<file path="src/design/esil_pkg.sv">
package esil_pkg;

    // ------------------------------------------------------------
    // sizes and slot positions
    // ------------------------------------------------------------
    localparam int          NUM_SLOTS  = 5;
    localparam int          FUNC_W     = 8;
    localparam int          SLOT_FWD   = 0;
    localparam int          SLOT_REV   = 1;
    localparam int          SLOT_HS    = 2;
    localparam int          SLOT_FC    = 3;
    localparam int          SLOT_SPARE = 4;

    // ------------------------------------------------------------
    // input function codes
    // ------------------------------------------------------------
    localparam logic [7:0]  FN_FORWARD_RUN  = 8'h00;
    localparam logic [7:0]  FN_REVERSE_RUN  = 8'h01;
    localparam logic [7:0]  FN_SPEED_BIT0   = 8'h02;
    localparam logic [7:0]  FN_SPEED_BIT1   = 8'h03;
    localparam logic [7:0]  FN_FAULT_CLEAR  = 8'h12;
    localparam logic [7:0]  FN_THERMISTOR   = 8'h13;
    localparam logic [7:0]  FN_READY        = 8'h34;
    localparam logic [7:0]  FN_HARD_STOP    = 8'h40;
    localparam logic [7:0]  FN_NONE         = 8'hFF;

    // ------------------------------------------------------------
    // output function codes and trip code
    // ------------------------------------------------------------
    localparam logic [7:0]  OUT_RUN         = 8'h00;
    localparam logic [7:0]  OUT_ALARM       = 8'h05;
    localparam logic [7:0]  TRIP_CODE_HS    = 8'h25;

    // ------------------------------------------------------------
    // register byte offsets
    // ------------------------------------------------------------
    localparam logic [7:0]  OFF_SLOT1       = 8'h00;
    localparam logic [7:0]  OFF_SLOT5       = 8'h10;
    localparam logic [7:0]  OFF_OUT_XSTR    = 8'h14;
    localparam logic [7:0]  OFF_OUT_RELAY   = 8'h18;
    localparam logic [7:0]  OFF_STATUS      = 8'h1C;
    localparam logic [7:0]  OFF_MASK        = 8'h20;
    localparam logic [7:0]  OFF_STATE       = 8'h24;

    // status / mask bits
    localparam int          ST_TRIP         = 0;
    localparam int          ST_RELEASE      = 1;
    localparam int          ST_W            = 2;

    // state register fields
    localparam int          SR_TRIP         = 0;
    localparam int          SR_SW_ON        = 1;
    localparam int          SR_STAGE        = 2;
    localparam int          SR_READY        = 3;
    localparam int          SR_RUNNING      = 4;
    localparam int          SR_CODE_LO      = 8;

    // ------------------------------------------------------------
    // timing
    // ------------------------------------------------------------
    localparam int          CLK_PERIOD_NS   = 5;
    localparam int          START_TIME_NS   = 1000;
    localparam int          START_CYCLES    = (START_TIME_NS + CLK_PERIOD_NS - 1) / CLK_PERIOD_NS;
    localparam int          CNT_W           = 8;
    localparam logic [7:0]  START_LAST      = 8'(START_CYCLES - 1);

    // ------------------------------------------------------------
    // types
    // ------------------------------------------------------------
    typedef enum logic [1:0] {
        RUN_IDLE,
        RUN_STARTING,
        RUN_RUNNING
    } esil_run_t;

    typedef struct packed {
        logic trip;
        logic set_p;
        logic rel_p;
    } esil_trip_state_t;

endpackage : esil_pkg

</file>
<file path="src/design/esil_trip_if.sv">
interface esil_trip_if;
    logic hard_stop_open;
    logic clear_req;
    logic trip;
    logic set_pulse;
    logic release_pulse;

    modport ctl (output hard_stop_open, output clear_req,
                 input trip, input set_pulse, input release_pulse);
    modport lat (input hard_stop_open, input clear_req,
                 output trip, output set_pulse, output release_pulse);
endinterface : esil_trip_if

</file>
<file path="src/design/esil_top.sv">
// Behaviour
// - while the ready function is on, the output stage stays active without a run command.
// - with the ready function off, a run command first passes through the start delay.
// - an open hard-stop contact gates the output stage combinationally, not via software.
// - with the stop feature on, terminals 3 and 4 lose their old functions.
// - the hard-stop input is normally closed; low means stop and latches trip code 37.
// - a missing, broken or wrong-level hard-stop line also trips.
// - fault clear on terminal 4 is normally open and releases the latched trip.
// - only terminal 4 releases the trip; no bus write can.
// - with the switch on, slot 3 is hard stop, slot 4 fault clear, and writes are refused.
// - with the switch on, slot 5 becomes unassigned until software assigns it.
// - switching from on to off unassigns slot 3 and keeps slot 4 as plain fault clear.
// - the hard-stop function uses code 64; off (low) means stop requested.
// - two physical outputs, each takes any output function.
// - the relay output carries the alarm function after reset.
module esil_top (
    input  wire logic        clk,
    input  wire logic        rstn,
    input  wire logic        ce,
    input  wire logic        hsel,
    input  wire logic [31:0] haddr,
    input  wire logic [1:0]  htrans,
    input  wire logic        hwrite,
    input  wire logic [2:0]  hsize,
    input  wire logic [31:0] hwdata,
    input  wire logic        hready,
    output logic      [31:0] hrdata,
    output logic             hreadyout,
    output logic             hresp,
    input  wire logic [4:0]  term_in,
    input  wire logic        hard_stop_enable_switch,
    input  wire logic        switch_was_on,
    output logic             switch_state,
    output logic             stage_enable,
    output logic             xstr_out,
    output logic             relay_out,
    output logic      [7:0]  hard_stop_trip_code,
    output logic             fault_reset,
    output logic      [1:0]  speed_select,
    output logic             irq
);
    // ------------------------------------------------------------
    // state
    // ------------------------------------------------------------
    typedef struct packed {
        logic [esil_pkg::NUM_SLOTS-1:0][esil_pkg::FUNC_W-1:0] slot;
        logic [7:0]                 out_xstr;
        logic [7:0]                 out_relay;
        logic [esil_pkg::ST_W-1:0]  status;
        logic [esil_pkg::ST_W-1:0]  mask;
        logic                       sw_on;
        logic                       sampled;
        esil_pkg::esil_run_t        run;
        logic [esil_pkg::CNT_W-1:0] cnt;
        logic                       stage;
        logic                       ready;
        logic                       ap_valid;
        logic                       ap_write;
        logic [7:0]                 ap_addr;
        logic [31:0]                rdata;
        logic                       xstr;
        logic                       relay;
        logic                       fclr;
        logic [1:0]                 speed;
    } esil_state_t;

    localparam esil_state_t RESET_STATE = '{
        slot:      {esil_pkg::FN_FAULT_CLEAR, esil_pkg::FN_SPEED_BIT1,
                    esil_pkg::FN_SPEED_BIT0, esil_pkg::FN_REVERSE_RUN,
                    esil_pkg::FN_FORWARD_RUN},
        out_xstr:  esil_pkg::OUT_RUN,
        out_relay: esil_pkg::OUT_ALARM,
        run:       esil_pkg::RUN_IDLE,
        default:   '0
    };

    esil_state_t q;
    esil_state_t d;

    esil_trip_if tif ();

    esil_trip u_trip (
        .clk  (clk),
        .rstn (rstn),
        .ce   (ce),
        .tif  (tif.lat)
    );

    // ------------------------------------------------------------
    // decoding helpers
    // ------------------------------------------------------------
    function automatic logic func_active(
        input logic [esil_pkg::NUM_SLOTS-1:0][esil_pkg::FUNC_W-1:0] slots,
        input logic [esil_pkg::NUM_SLOTS-1:0]                       pins,
        input logic [7:0]                                           code
    );
        logic hit;
        hit = 1'b0;
        for (int i = 0; i < esil_pkg::NUM_SLOTS; i++) begin
            if (slots[i] == code && pins[i]) begin
                hit = 1'b1;
            end
        end
        return hit;
    endfunction : func_active

    function automatic logic out_value(
        input logic [7:0] code,
        input logic       running,
        input logic       tripped
    );
        logic v;
        v = 1'b0;
        if (code == esil_pkg::OUT_RUN) begin
            v = running;
        end else if (code == esil_pkg::OUT_ALARM) begin
            v = tripped;
        end
        return v;
    endfunction : out_value

    // ------------------------------------------------------------
    // per-slot lock and active pins
    // ------------------------------------------------------------
    logic [esil_pkg::NUM_SLOTS-1:0] slot_lock;
    logic [esil_pkg::NUM_SLOTS-1:0] slot_pin;

    for (genvar g = 0; g < esil_pkg::NUM_SLOTS; g++) begin : g_slot
        // claimed terminals never feed the general decode
        assign slot_lock[g] = q.sw_on && (g == esil_pkg::SLOT_HS || g == esil_pkg::SLOT_FC);
        assign slot_pin[g]  = term_in[g] && !slot_lock[g];
    end

    // ------------------------------------------------------------
    // hardware stop path
    // ------------------------------------------------------------
    logic hs_open;
    logic run_cmd;
    logic ready_fn;
    logic ap_take;
    logic [esil_pkg::ST_W-1:0] st_clr;
    logic [esil_pkg::ST_W-1:0] st_set;

    // low level on terminal 3 means stop; code 64 owns that slot
    assign hs_open = q.sw_on && q.slot[esil_pkg::SLOT_HS] == esil_pkg::FN_HARD_STOP
                     && !term_in[esil_pkg::SLOT_HS];
    assign tif.hard_stop_open = hs_open;
    // release needs the contact closed again, else the latch re-arms
    assign tif.clear_req = q.sw_on && term_in[esil_pkg::SLOT_FC] && !hs_open;

    assign run_cmd  = func_active(q.slot, slot_pin, esil_pkg::FN_FORWARD_RUN)
                    | func_active(q.slot, slot_pin, esil_pkg::FN_REVERSE_RUN);
    assign ready_fn = func_active(q.slot, slot_pin, esil_pkg::FN_READY);
    assign ap_take  = hsel && htrans[1] && hready;

    // ------------------------------------------------------------
    // next state
    // ------------------------------------------------------------
    always_comb begin
        d        = q;
        st_clr   = '0;
        st_set   = '0;
        d.ready  = ready_fn;

        // one-shot capture of the switch after reset
        if (!q.sampled) begin
            d.sampled = 1'b1;
            d.sw_on   = hard_stop_enable_switch;
            if (hard_stop_enable_switch) begin
                d.slot[esil_pkg::SLOT_HS]    = esil_pkg::FN_HARD_STOP;
                d.slot[esil_pkg::SLOT_FC]    = esil_pkg::FN_FAULT_CLEAR;
                d.slot[esil_pkg::SLOT_SPARE] = esil_pkg::FN_NONE;
            end else if (switch_was_on) begin
                d.slot[esil_pkg::SLOT_HS] = esil_pkg::FN_NONE;
                d.slot[esil_pkg::SLOT_FC] = esil_pkg::FN_FAULT_CLEAR;
            end
        end

        // run sequencing
        unique case (q.run)
            esil_pkg::RUN_IDLE: begin
                if (run_cmd && !tif.trip) begin
                    if (ready_fn) begin
                        d.run = esil_pkg::RUN_RUNNING;
                    end else begin
                        d.run = esil_pkg::RUN_STARTING;
                        d.cnt = '0;
                    end
                end
            end
            esil_pkg::RUN_STARTING: begin
                if (!run_cmd || tif.trip) begin
                    d.run = esil_pkg::RUN_IDLE;
                end else if (q.cnt == esil_pkg::START_LAST) begin
                    d.run = esil_pkg::RUN_RUNNING;
                end else begin
                    d.cnt = q.cnt + 8'h01;
                end
            end
            esil_pkg::RUN_RUNNING: begin
                if (!run_cmd || tif.trip) begin
                    d.run = esil_pkg::RUN_IDLE;
                end
            end
        endcase

        d.stage = (ready_fn || d.run == esil_pkg::RUN_RUNNING) && !tif.trip;

        // output function routing
        d.xstr  = out_value(q.out_xstr,  q.run == esil_pkg::RUN_RUNNING, tif.trip);
        d.relay = out_value(q.out_relay, q.run == esil_pkg::RUN_RUNNING, tif.trip);
        d.fclr  = func_active(q.slot, slot_pin, esil_pkg::FN_FAULT_CLEAR)
                | (q.sw_on && term_in[esil_pkg::SLOT_FC]);
        d.speed = {func_active(q.slot, slot_pin, esil_pkg::FN_SPEED_BIT1),
                   func_active(q.slot, slot_pin, esil_pkg::FN_SPEED_BIT0)};

        // bus address phase, read data sampled here
        d.ap_valid = ap_take;
        if (ap_take) begin
            d.ap_write = hwrite;
            d.ap_addr  = haddr[7:0];
            d.rdata    = '0;
            if (haddr[7:0] <= esil_pkg::OFF_SLOT5 && haddr[1:0] == 2'b00) begin
                d.rdata[7:0] = q.slot[haddr[4:2]];
            end else begin
                unique case (haddr[7:0])
                    esil_pkg::OFF_OUT_XSTR:  d.rdata[7:0] = q.out_xstr;
                    esil_pkg::OFF_OUT_RELAY: d.rdata[7:0] = q.out_relay;
                    esil_pkg::OFF_STATUS:    d.rdata[esil_pkg::ST_W-1:0] = q.status;
                    esil_pkg::OFF_MASK:      d.rdata[esil_pkg::ST_W-1:0] = q.mask;
                    esil_pkg::OFF_STATE: begin
                        d.rdata[esil_pkg::SR_TRIP]    = tif.trip;
                        d.rdata[esil_pkg::SR_SW_ON]   = q.sw_on;
                        d.rdata[esil_pkg::SR_STAGE]   = stage_enable;
                        d.rdata[esil_pkg::SR_READY]   = q.ready;
                        d.rdata[esil_pkg::SR_RUNNING] = q.run == esil_pkg::RUN_RUNNING;
                        d.rdata[esil_pkg::SR_CODE_LO +: 8] = hard_stop_trip_code;
                    end
                    default: d.rdata = '0;
                endcase
            end
        end

        // bus data phase writes
        if (q.ap_valid && q.ap_write) begin
            if (q.ap_addr <= esil_pkg::OFF_SLOT5 && q.ap_addr[1:0] == 2'b00) begin
                // claimed slots ignore writes while the switch is on
                if (!slot_lock[q.ap_addr[4:2]]) begin
                    d.slot[q.ap_addr[4:2]] = hwdata[7:0];
                end
            end else begin
                unique case (q.ap_addr)
                    esil_pkg::OFF_OUT_XSTR:  d.out_xstr  = hwdata[7:0];
                    esil_pkg::OFF_OUT_RELAY: d.out_relay = hwdata[7:0];
                    esil_pkg::OFF_STATUS:    st_clr      = hwdata[esil_pkg::ST_W-1:0];
                    esil_pkg::OFF_MASK:      d.mask      = hwdata[esil_pkg::ST_W-1:0];
                    default: ;
                endcase
            end
        end

        // set wins over a same-cycle clear
        st_set[esil_pkg::ST_TRIP]    = tif.set_pulse;
        st_set[esil_pkg::ST_RELEASE] = tif.release_pulse;
        d.status = (q.status & ~st_clr) | st_set;
    end

    always_ff @(posedge clk) begin
        if (!rstn) begin
            q <= RESET_STATE;
        end else if (ce) begin
            q <= d;
        end
    end

    // ------------------------------------------------------------
    // outputs
    // ------------------------------------------------------------
    // combinational gate so a stop acts even if the register is stale
    assign stage_enable        = q.stage && !hs_open && !tif.trip;
    assign hard_stop_trip_code = tif.trip ? esil_pkg::TRIP_CODE_HS : 8'h00;
    assign switch_state        = q.sw_on;
    assign xstr_out            = q.xstr;
    assign relay_out           = q.relay;
    assign fault_reset         = q.fclr;
    assign speed_select        = q.speed;
    assign irq                 = |(q.status & q.mask);
    assign hrdata              = q.rdata;
    assign hreadyout           = 1'b1;
    assign hresp               = 1'b0;
endmodule : esil_top

</file>
<file path="src/design/esil_trip.sv">
module esil_trip (
    input wire logic clk,
    input wire logic rstn,
    input wire logic ce,
    esil_trip_if.lat tif
);
    esil_pkg::esil_trip_state_t q;
    esil_pkg::esil_trip_state_t d;

    always_comb begin
        d       = q;
        d.set_p = 1'b0;
        d.rel_p = 1'b0;
        if (tif.hard_stop_open) begin
            // open contact holds or re-latches the trip
            d.trip  = 1'b1;
            d.set_p = ~q.trip;
        end else if (q.trip && tif.clear_req) begin
            // only the terminal clear releases; bus has no path here
            d.trip  = 1'b0;
            d.rel_p = 1'b1;
        end
    end

    always_ff @(posedge clk) begin
        if (!rstn) begin
            q <= '0;
        end else if (ce) begin
            q <= d;
        end
    end

    assign tif.trip          = q.trip;
    assign tif.set_pulse     = q.set_p;
    assign tif.release_pulse = q.rel_p;
endmodule : esil_trip

</file>
<file path="config.mk">
export PLATFORM = sky130hd
export DESIGN_NAME = esil_top
export DESIGN_NICKNAME = d
export VERILOG_FILES = /design/src/design/esil_pkg.sv /design/src/design/esil_trip_if.sv /design/src/design/esil_top.sv /design/src/design/esil_trip.sv
export SDC_FILE = /design/constraint.sdc
export NUM_CORES = 1
export LEC_CHECK = 0
export BUFFER_PORTS_ARGS = -buffer_cell sky130_fd_sc_hd__buf_2
export CAP_MARGIN = 20
export CORE_ASPECT_RATIO = 0.9
export CORE_UTILIZATION = 35
export DETAILED_ROUTE_END_ITERATION = 8
export PLACE_DENSITY_LB_ADDON = 0.3
export SLEW_MARGIN = 20
export SYNTH_ARGS = -nofsm -noshare
export SYNTH_HDL_FRONTEND = slang
export SYNTH_SLANG_ARGS = --single-unit
</file>
<file path="constraint.sdc">
create_clock -name clk -period 2.2 [get_ports clk]
set_input_delay 0.22 -clock clk [delete_from_list [all_inputs] [get_ports clk]]
set_output_delay 0.22 -clock clk [all_outputs]
set_load 0.02 [all_outputs]
</file>
==> results of run 1 <==
## synthesized netlist by cell type, drive strengths merged, types with 3 or more instances
library cell / count
dfxtp: 101
nand2: 69
buf: 52
nor2b: 42
o21ai: 40
mux2i: 39
clkbuf: 34
nor2: 28
a21oi: 26
a21boi: 22
nand3: 19
nor3: 16
inv: 14
a31oi: 13
a22oi: 12
nand2b: 10
nand4: 10
nor4: 9
nor4b: 9
o22ai: 8
and2: 7
nor3b: 7
o311a: 7
o21bai: 6
and3: 5
o211ai: 5
and4: 4
ha: 4
mux2: 4
mux4: 4
nor4bb: 4
o221ai: 4
or3: 4
or4: 4
a22o: 3
clkinv: 3
nand3b: 3
nand4b: 3
o2111ai: 3
o31ai: 3
## per-stage QoR
step / utilization / area (µm²) / total power [mW]
finish: 0.4059 / 6614 / 4.107
global route: 0.4059 / 6614 / 4.258
CTS: 0.4047 / 6595 / 4.128
detailed placement: 0.3861 / 6291 / 2.463
global placement: 0.3861 / 6291 / 2.462
floorplan: - / 5974 / 2.327
## worst max-delay path: stages, from the launching register on
cell      delay [ns]
dfxtp_1         0.41
buf_4           0.16
buf_4           0.16
nand4b_1        0.11
nor2_1          0.37
nor3b_1         0.15
buf_2           0.19
## area by class of cell
cell class	instances	area, µm²	area share
clock buffer	13	260.3	0.03935
multi-input combinational	506	3402	0.5144
timing repair buffer	87	563.0	0.08513
inverter	17	63.81	0.009648
sequential	101	2022	0.3057
tap	207	259.0	0.03916
clock inverter	3	43.79	0.006621
## timing repair
action / CTS / global route
resized for setup: 0 / 2
hold endpoints to repair: 0 / 0
endpoints found under the setup margin: 0 / 13
buffers inserted: 0 / 1
## report_power, final
| group | internal, mW | switching [mW] |
|---|---|---|
| clock network | 0.946 | 0.729 |
| logic | 0.190 | 0.335 |
| registers | 1.87 | 0.0399 |
## routing by layer
metal | vias up | wire, µm
li1 | 2495 | -
met1 | 2401 | 8296
met2 | 169 | 7239
met3 | 24 | 1051
met4 | 0 | 425
met5 | - | 0
## kinds of logic after synthesis
family,synth area share
buffers and inverters,0.09559
and+or+nand+nor,0.2661
other,0.001278
muxes,0.08942
adders and majority gates,0.008516
DFF,0.3440
AOI/OAI and AO/OA,0.1950
## how the worst max path moves through the flow
stage	from	end	slack (ns)	depth (start not counted)
2_1_floorplan	switch_state	q[52]	0.14	8
3_3_place_gp	switch_state	q[52]	0.12	6
3_5_place_dp	switch_state	q[52]	0.09	6
4_1_cts	switch_state	q[55]	0.07	7
5_1_grt	register	q[55]	-0.002	7
6_report	switch_state	stage_enable	0.07	6
==> flow_metrics.py, run 1 <==
metrics = {
    "cells_and_area": {
        "final_cell_mix": "dfxtp_1 (101), nand2_1 (68), buf_2 (51)",
        "fillers": 1673,
        "insertedDiodeCount": 0,
        "final_cells": 934,
        "nNetsFinal": 808,
        "layout-drive-gt1-share": 0.1761,
        "final_common_cell": "dfxtp_1",
        "syn_to_final_growth_pct": 12.54,
    },
    "routing": {
        "drtIter0Drc": 424,
        "via_per_inst": 5.449,
        "drc": 20,
        "vias": 5089,
        "detail_route.wl_per_cell_um": 18.21,
        "drt_first_pass_iters": 9,
        "wl_um": 17010,
        "ant_nets": 0,
    },
    "grt": {
        "antenna_found_initial": 0,
        "grtUsageTotal": 0.1981,
        "grt-ovfl-total": 0,
        "grt_busiest_layer": "met2",
        "use_met3": 0.03524,
        "grt_max_degree": 76,
        "grt_first_pass_wirelength_um": 26440,
        "grt_pass1_vias": 4480,
        "grtUsageMet2": 0.2920,
        "met1_usage": 0.2834,
    },
    "timing": {
        "maxSlewHeadroom": 0.6600,
        "setup_slack_ns": 0.07228,
        "final.setup.tns_ns": 0,
        "period_needed_ns": 2.128,
        "fmax_mhz": 470.0,
        "timing.hold.ws_ns": 0.1108,
        "finalClockSkew_ns": 0.009330,
        "min_period_over_period": 0.9671,
        "drv_slew": 0,
        "hold_violations": 0,
        "finalSetupViolations": 0,
        "tightest_slew_ns": 0.5029,
    },
    "setup_path": {
        "worstSetupPathType": "reg2out",
        "cp_data_arrival_time_ns": 1.91,
        "worstRegToRegCells": 6,
        "critPathMaxFanout": 9,
        "critPathLaunchType": "register",
        "cp_data_required_time_ns": 1.98,
        "cp-end-kind": "primary output",
        "worst_r2r_endpoint": "q[52]",
        "ff2ff_setup_slack_ns": 0.08,
    },
    "pwr": {
        "power_density_nw_per_um2": 621.0,
        "leakage_nw": 2.449,
        "peakVddDrop_v": 0.0003936,
    },
    "synth": {
        "syn_inst": 684,
        "ys_types": 74,
        "synth_top_area_frac": 0.3440,
        "avgSynthCellArea_um2": 8.592,
        "yosys.area.top_type": "dfxtp_1",
        "synth_async_sr_flop_share": 0,
        "ys_seq_area_frac": 0.3440,
        "yosys_warnings": 0,
        "ys_ff_latch": 101,
        "mappedNetlistArea_um2": 5877,
        "synth_ff_type": "dfxtp_1",
        "synth_edf_count": 0,
        "synthTopCellsByArea": "dfxtp_1 (34%), mux2i_1 (6.6%), buf_4 (5.7%), nor2b_1 (4.5%), nand2_1 (4.3%)",
    },
    "clocking": {
        "cts_sinks": 101,
        "path_clk_slew_ns": 0.07,
        "cts-buffers-inserted": 9,
        "cts_tree": "yes",
        "htree_levels": 3,
        "postCtsHoldBufs": 0,
        "clkLatencyLatePin_ns": 0.36,
        "clockBufferDepth": 2,
        "cts-root-buf": "clkbuf_16",
    },
    "flow_run": {
        "cap_viol_max_count": 0,
    },
    "floorplanning": {
        "core_area_um2": 16300,
        "chipHeight_um": 124.9,
        "rows": 44,
        "die_w_um": 138.6,
        "initial_utilization": 0.3606,
        "io_pins": 132,
        "die_area_um2": 17310,
    },
    "place": {
        "dp_cells": 917,
        "port_buffers": 51,
        "place_ws_ns": 0.09414,
        "gp_congestion": 0.8352,
        "hpwlAfterDp_um": 12020,
    },
    "hold_path": {
        "min_from": "hwrite",
        "min_to": "q[45]",
        "hp-class": "in2reg",
        "holdPathStages": 3,
    },
    "outcome": {
        "status": "finished with violations",
        "violations": "DRC",
    },
}
Note: power is estimated with default switching activity, not from simulation.
==> run 2: changes to the inputs <==
--- a/config.mk
+++ b/config.mk
@@ -7,7 +7,6 @@
 export LEC_CHECK = 0
 export BUFFER_PORTS_ARGS = -buffer_cell sky130_fd_sc_hd__buf_2
 export CAP_MARGIN = 20
-export CORE_ASPECT_RATIO = 0.9
 export CORE_UTILIZATION = 35
 export DETAILED_ROUTE_END_ITERATION = 8
 export PLACE_DENSITY_LB_ADDON = 0.3
==> run 2 against run 1 <==
The flow still finishes with violations (DRC). Routed wire length fell by 3.2%. Die area barely moved. Sequential cell count did not move. Non-clock buffer count fell by 7. Worst hold slack improved by 0.0026 ns. Count of clock-buffer cells in the layout fell by 2. Critical path type is now reg2reg. Utilization fell by 0.42 points. Power rose by 2.8%.
==> flow_metrics.py, run 2 (synthesis results as in run 1) <==
metrics = {
    "routing": {
        "via_per_inst": 5.370,
        "drt_first_pass_iters": 7,
        "detail_route.wl_per_cell_um": 17.51,
        "drc": 1,
        "vias": 5048,
        "drtIter0Drc": 353,
        "wl_um": 16460,
        "ant_nets": 0,
    },
    "timing": {
        "maxSlewHeadroom": 0.6257,
        "finalClockSkew_ns": 0.007392,
        "period_needed_ns": 2.083,
        "drv_slew": 0,
        "rsz0062_at_grt": "false",
        "final.setup.tns_ns": 0,
        "fmax_mhz": 480.0,
        "min_period_over_period": 0.9470,
        "hold_violations": 0,
        "finalSetupViolations": 0,
        "tightest_slew_ns": 0.5537,
        "setup_slack_ns": 0.1167,
    },
    "floorplanning": {
        "die_area_um2": 17310,
        "rows": 47,
        "initial_utilization": 0.3569,
        "io_pins": 132,
        "core_area_um2": 16470,
        "die_w_um": 131.6,
        "chipHeight_um": 131.6,
    },
    "pwr": {
        "power_density_nw_per_um2": 638.2,
        "leakage_nw": 2.419,
        "peakVddDrop_v": 0.0003518,
    },
    "setup_path": {
        "critPathLaunchType": "register",
        "cp_data_required_time_ns": 2.49,
        "crit_chain": "nor4b_4, buf_4, nand4_1, and4_1, a31oi_4, nor4b_1, mux2i_1",
        "worst_r2r_endpoint": "q[54]",
        "cp_data_arrival_time_ns": 2.37,
        "worstSetupPathType": "reg2reg",
        "critPathSlowestCell": "dfxtp_1",
        "worstRegToRegCells": 7,
        "cp-end-kind": "register",
        "ff2ff_setup_slack_ns": 0.12,
        "critPathMaxFanout": 9,
        "worstReg2RegStart": "switch_state",
        "cp_slowest_stage_delay_ns": 0.51,
    },
    "cells_and_area": {
        "syn_to_final_growth_pct": 12.54,
        "nNetsFinal": 801,
        "layout-drive-gt1-share": 0.1722,
        "final_cell_mix": "dfxtp_1 (101), nand2_1 (68), buf_2 (51)",
        "fillers": 1685,
        "final_common_cell": "dfxtp_1",
        "insertedDiodeCount": 0,
    },
    "place": {
        "gp_congestion": 0.8455,
        "place_ws_ns": 0.08636,
        "port_buffers": 51,
        "hpwlAfterDp_um": 11910,
    },
    "clocking": {
        "path_clk_slew_ns": 0.07,
        "htree_levels": 3,
        "cts-buffers-inserted": 9,
        "clkLatencyLatePin_ns": 0.36,
        "cts_sinks": 101,
        "clockBufferDepth": 2,
        "postCtsHoldBufs": 0,
        "cts_tree": "yes",
        "cts-root-buf": "clkbuf_16",
        "cts_setup_buffers": 0,
    },
    "hold_path": {
        "min_from": "hwrite",
        "min_to": "q[45]",
        "holdPathStages": 3,
        "hp-class": "in2reg",
    },
    "grt": {
        "grtUsageTotal": 0.1946,
        "grt-ovfl-total": 0,
        "grt_first_pass_wirelength_um": 26230,
        "antenna_found_initial": 0,
        "grt_pass1_vias": 4549,
        "grt_max_degree": 63,
    },
    "outcome": {
        "status": "finished with violations",
        "violations": "DRC",
    },
    "flow_run": {
        "cap_viol_max_count": 0,
    },
}
==> run 2: changes by cell type in the layout (fill, tap and decap cells not counted) <==
cell and change:
nor3b_4 +1, clkinv_2 -1, clkinvlp_4 +3, nor2_1 -1, nor2_2 +1, buf_4 -6, nor4b_2 -1, nor4b_4 +1
buf_12 -1, nor3b_2 -1, clkinv_4 -1, bufinv_16 +1, clkbuf_1 -2
==> run 2: stage by stage <==
stage | cells | cell area (µm²) | power (mW) | hold WS [ns] | util
6_report | 940 | 6614 | 4.221 | 0.1134 | 0.4017
5_1_grt | 940 | 6614 | 4.377 | 0.1169 | 0.4017
4_1_cts | 940 | 6585 | 4.255 | 0.1070 | 0.3999
3_5_place_dp | 924 | 6250 | 2.454 | 0.4451 | 0.3796
3_3_place_gp | 924 | 6250 | 2.452 | 0.4345 | 0.3796
2_1_floorplan | 710 | 5974 | 2.327 | 0.3440 | -
==> run 2: per-layer routing <==
layer	vias to the layer above	share of wire	global-route usage
li1	2474	-	-
met1	2354	0.46	0.2652
met2	180	0.44	0.2951
met3	40	0.052	0.02546
met4	0	0.040	0.1098
met5	-	0	0
==> run 2: worst max-delay path: cells and delay by family, from the launching register on <==
family                 cells  cell delay (ns)
AO/OA/AOI/OAI              1             0.20
buffers and inverters      1             0.15
flip-flops                 1             0.51
multiplexers               1             0.21
AND/OR/NAND/NOR            4             0.94
==> run 2: what timing repair did <==
item,in CTS,in global routing
setup endpoints to repair,0,10
gates resized for setup,0,5
hold endpoints to repair,0,0
==> run 2: how the worst max path moves through the flow <==
stage            startpoint           end  slack, ns
2_1_floorplan  switch_state         q[52]       0.14
3_3_place_gp   switch_state         q[49]        0.1
3_5_place_dp   switch_state         q[49]       0.09
4_1_cts        switch_state  stage_enable       0.03
5_1_grt              q[111]         q[49]       0.01
6_report       switch_state         q[54]       0.12
==> run 2: cell type report <==
type	count	area [µm²]	share of cell area
multi-input combinational	506	3420	0.5170
sequential	101	2022	0.3057
timing repair buffer	80	498.0	0.07529
tap	220	275.3	0.04162
clock buffer	11	252.7	0.03821
clock inverter	5	82.58	0.01249
inverter	17	63.81	0.009648
==> run 2: power by group <==
part | leakage (nW) | total [mW] | internal (mW) | switching (mW)
clock | 0.154 | 1.80 | 1.06 | 0.741
sequential | 0.819 | 1.91 | 1.87 | 0.0439
combinational | 1.45 | 0.509 | 0.184 | 0.325
total | 2.42 | 4.22 | 3.11 | 1.11
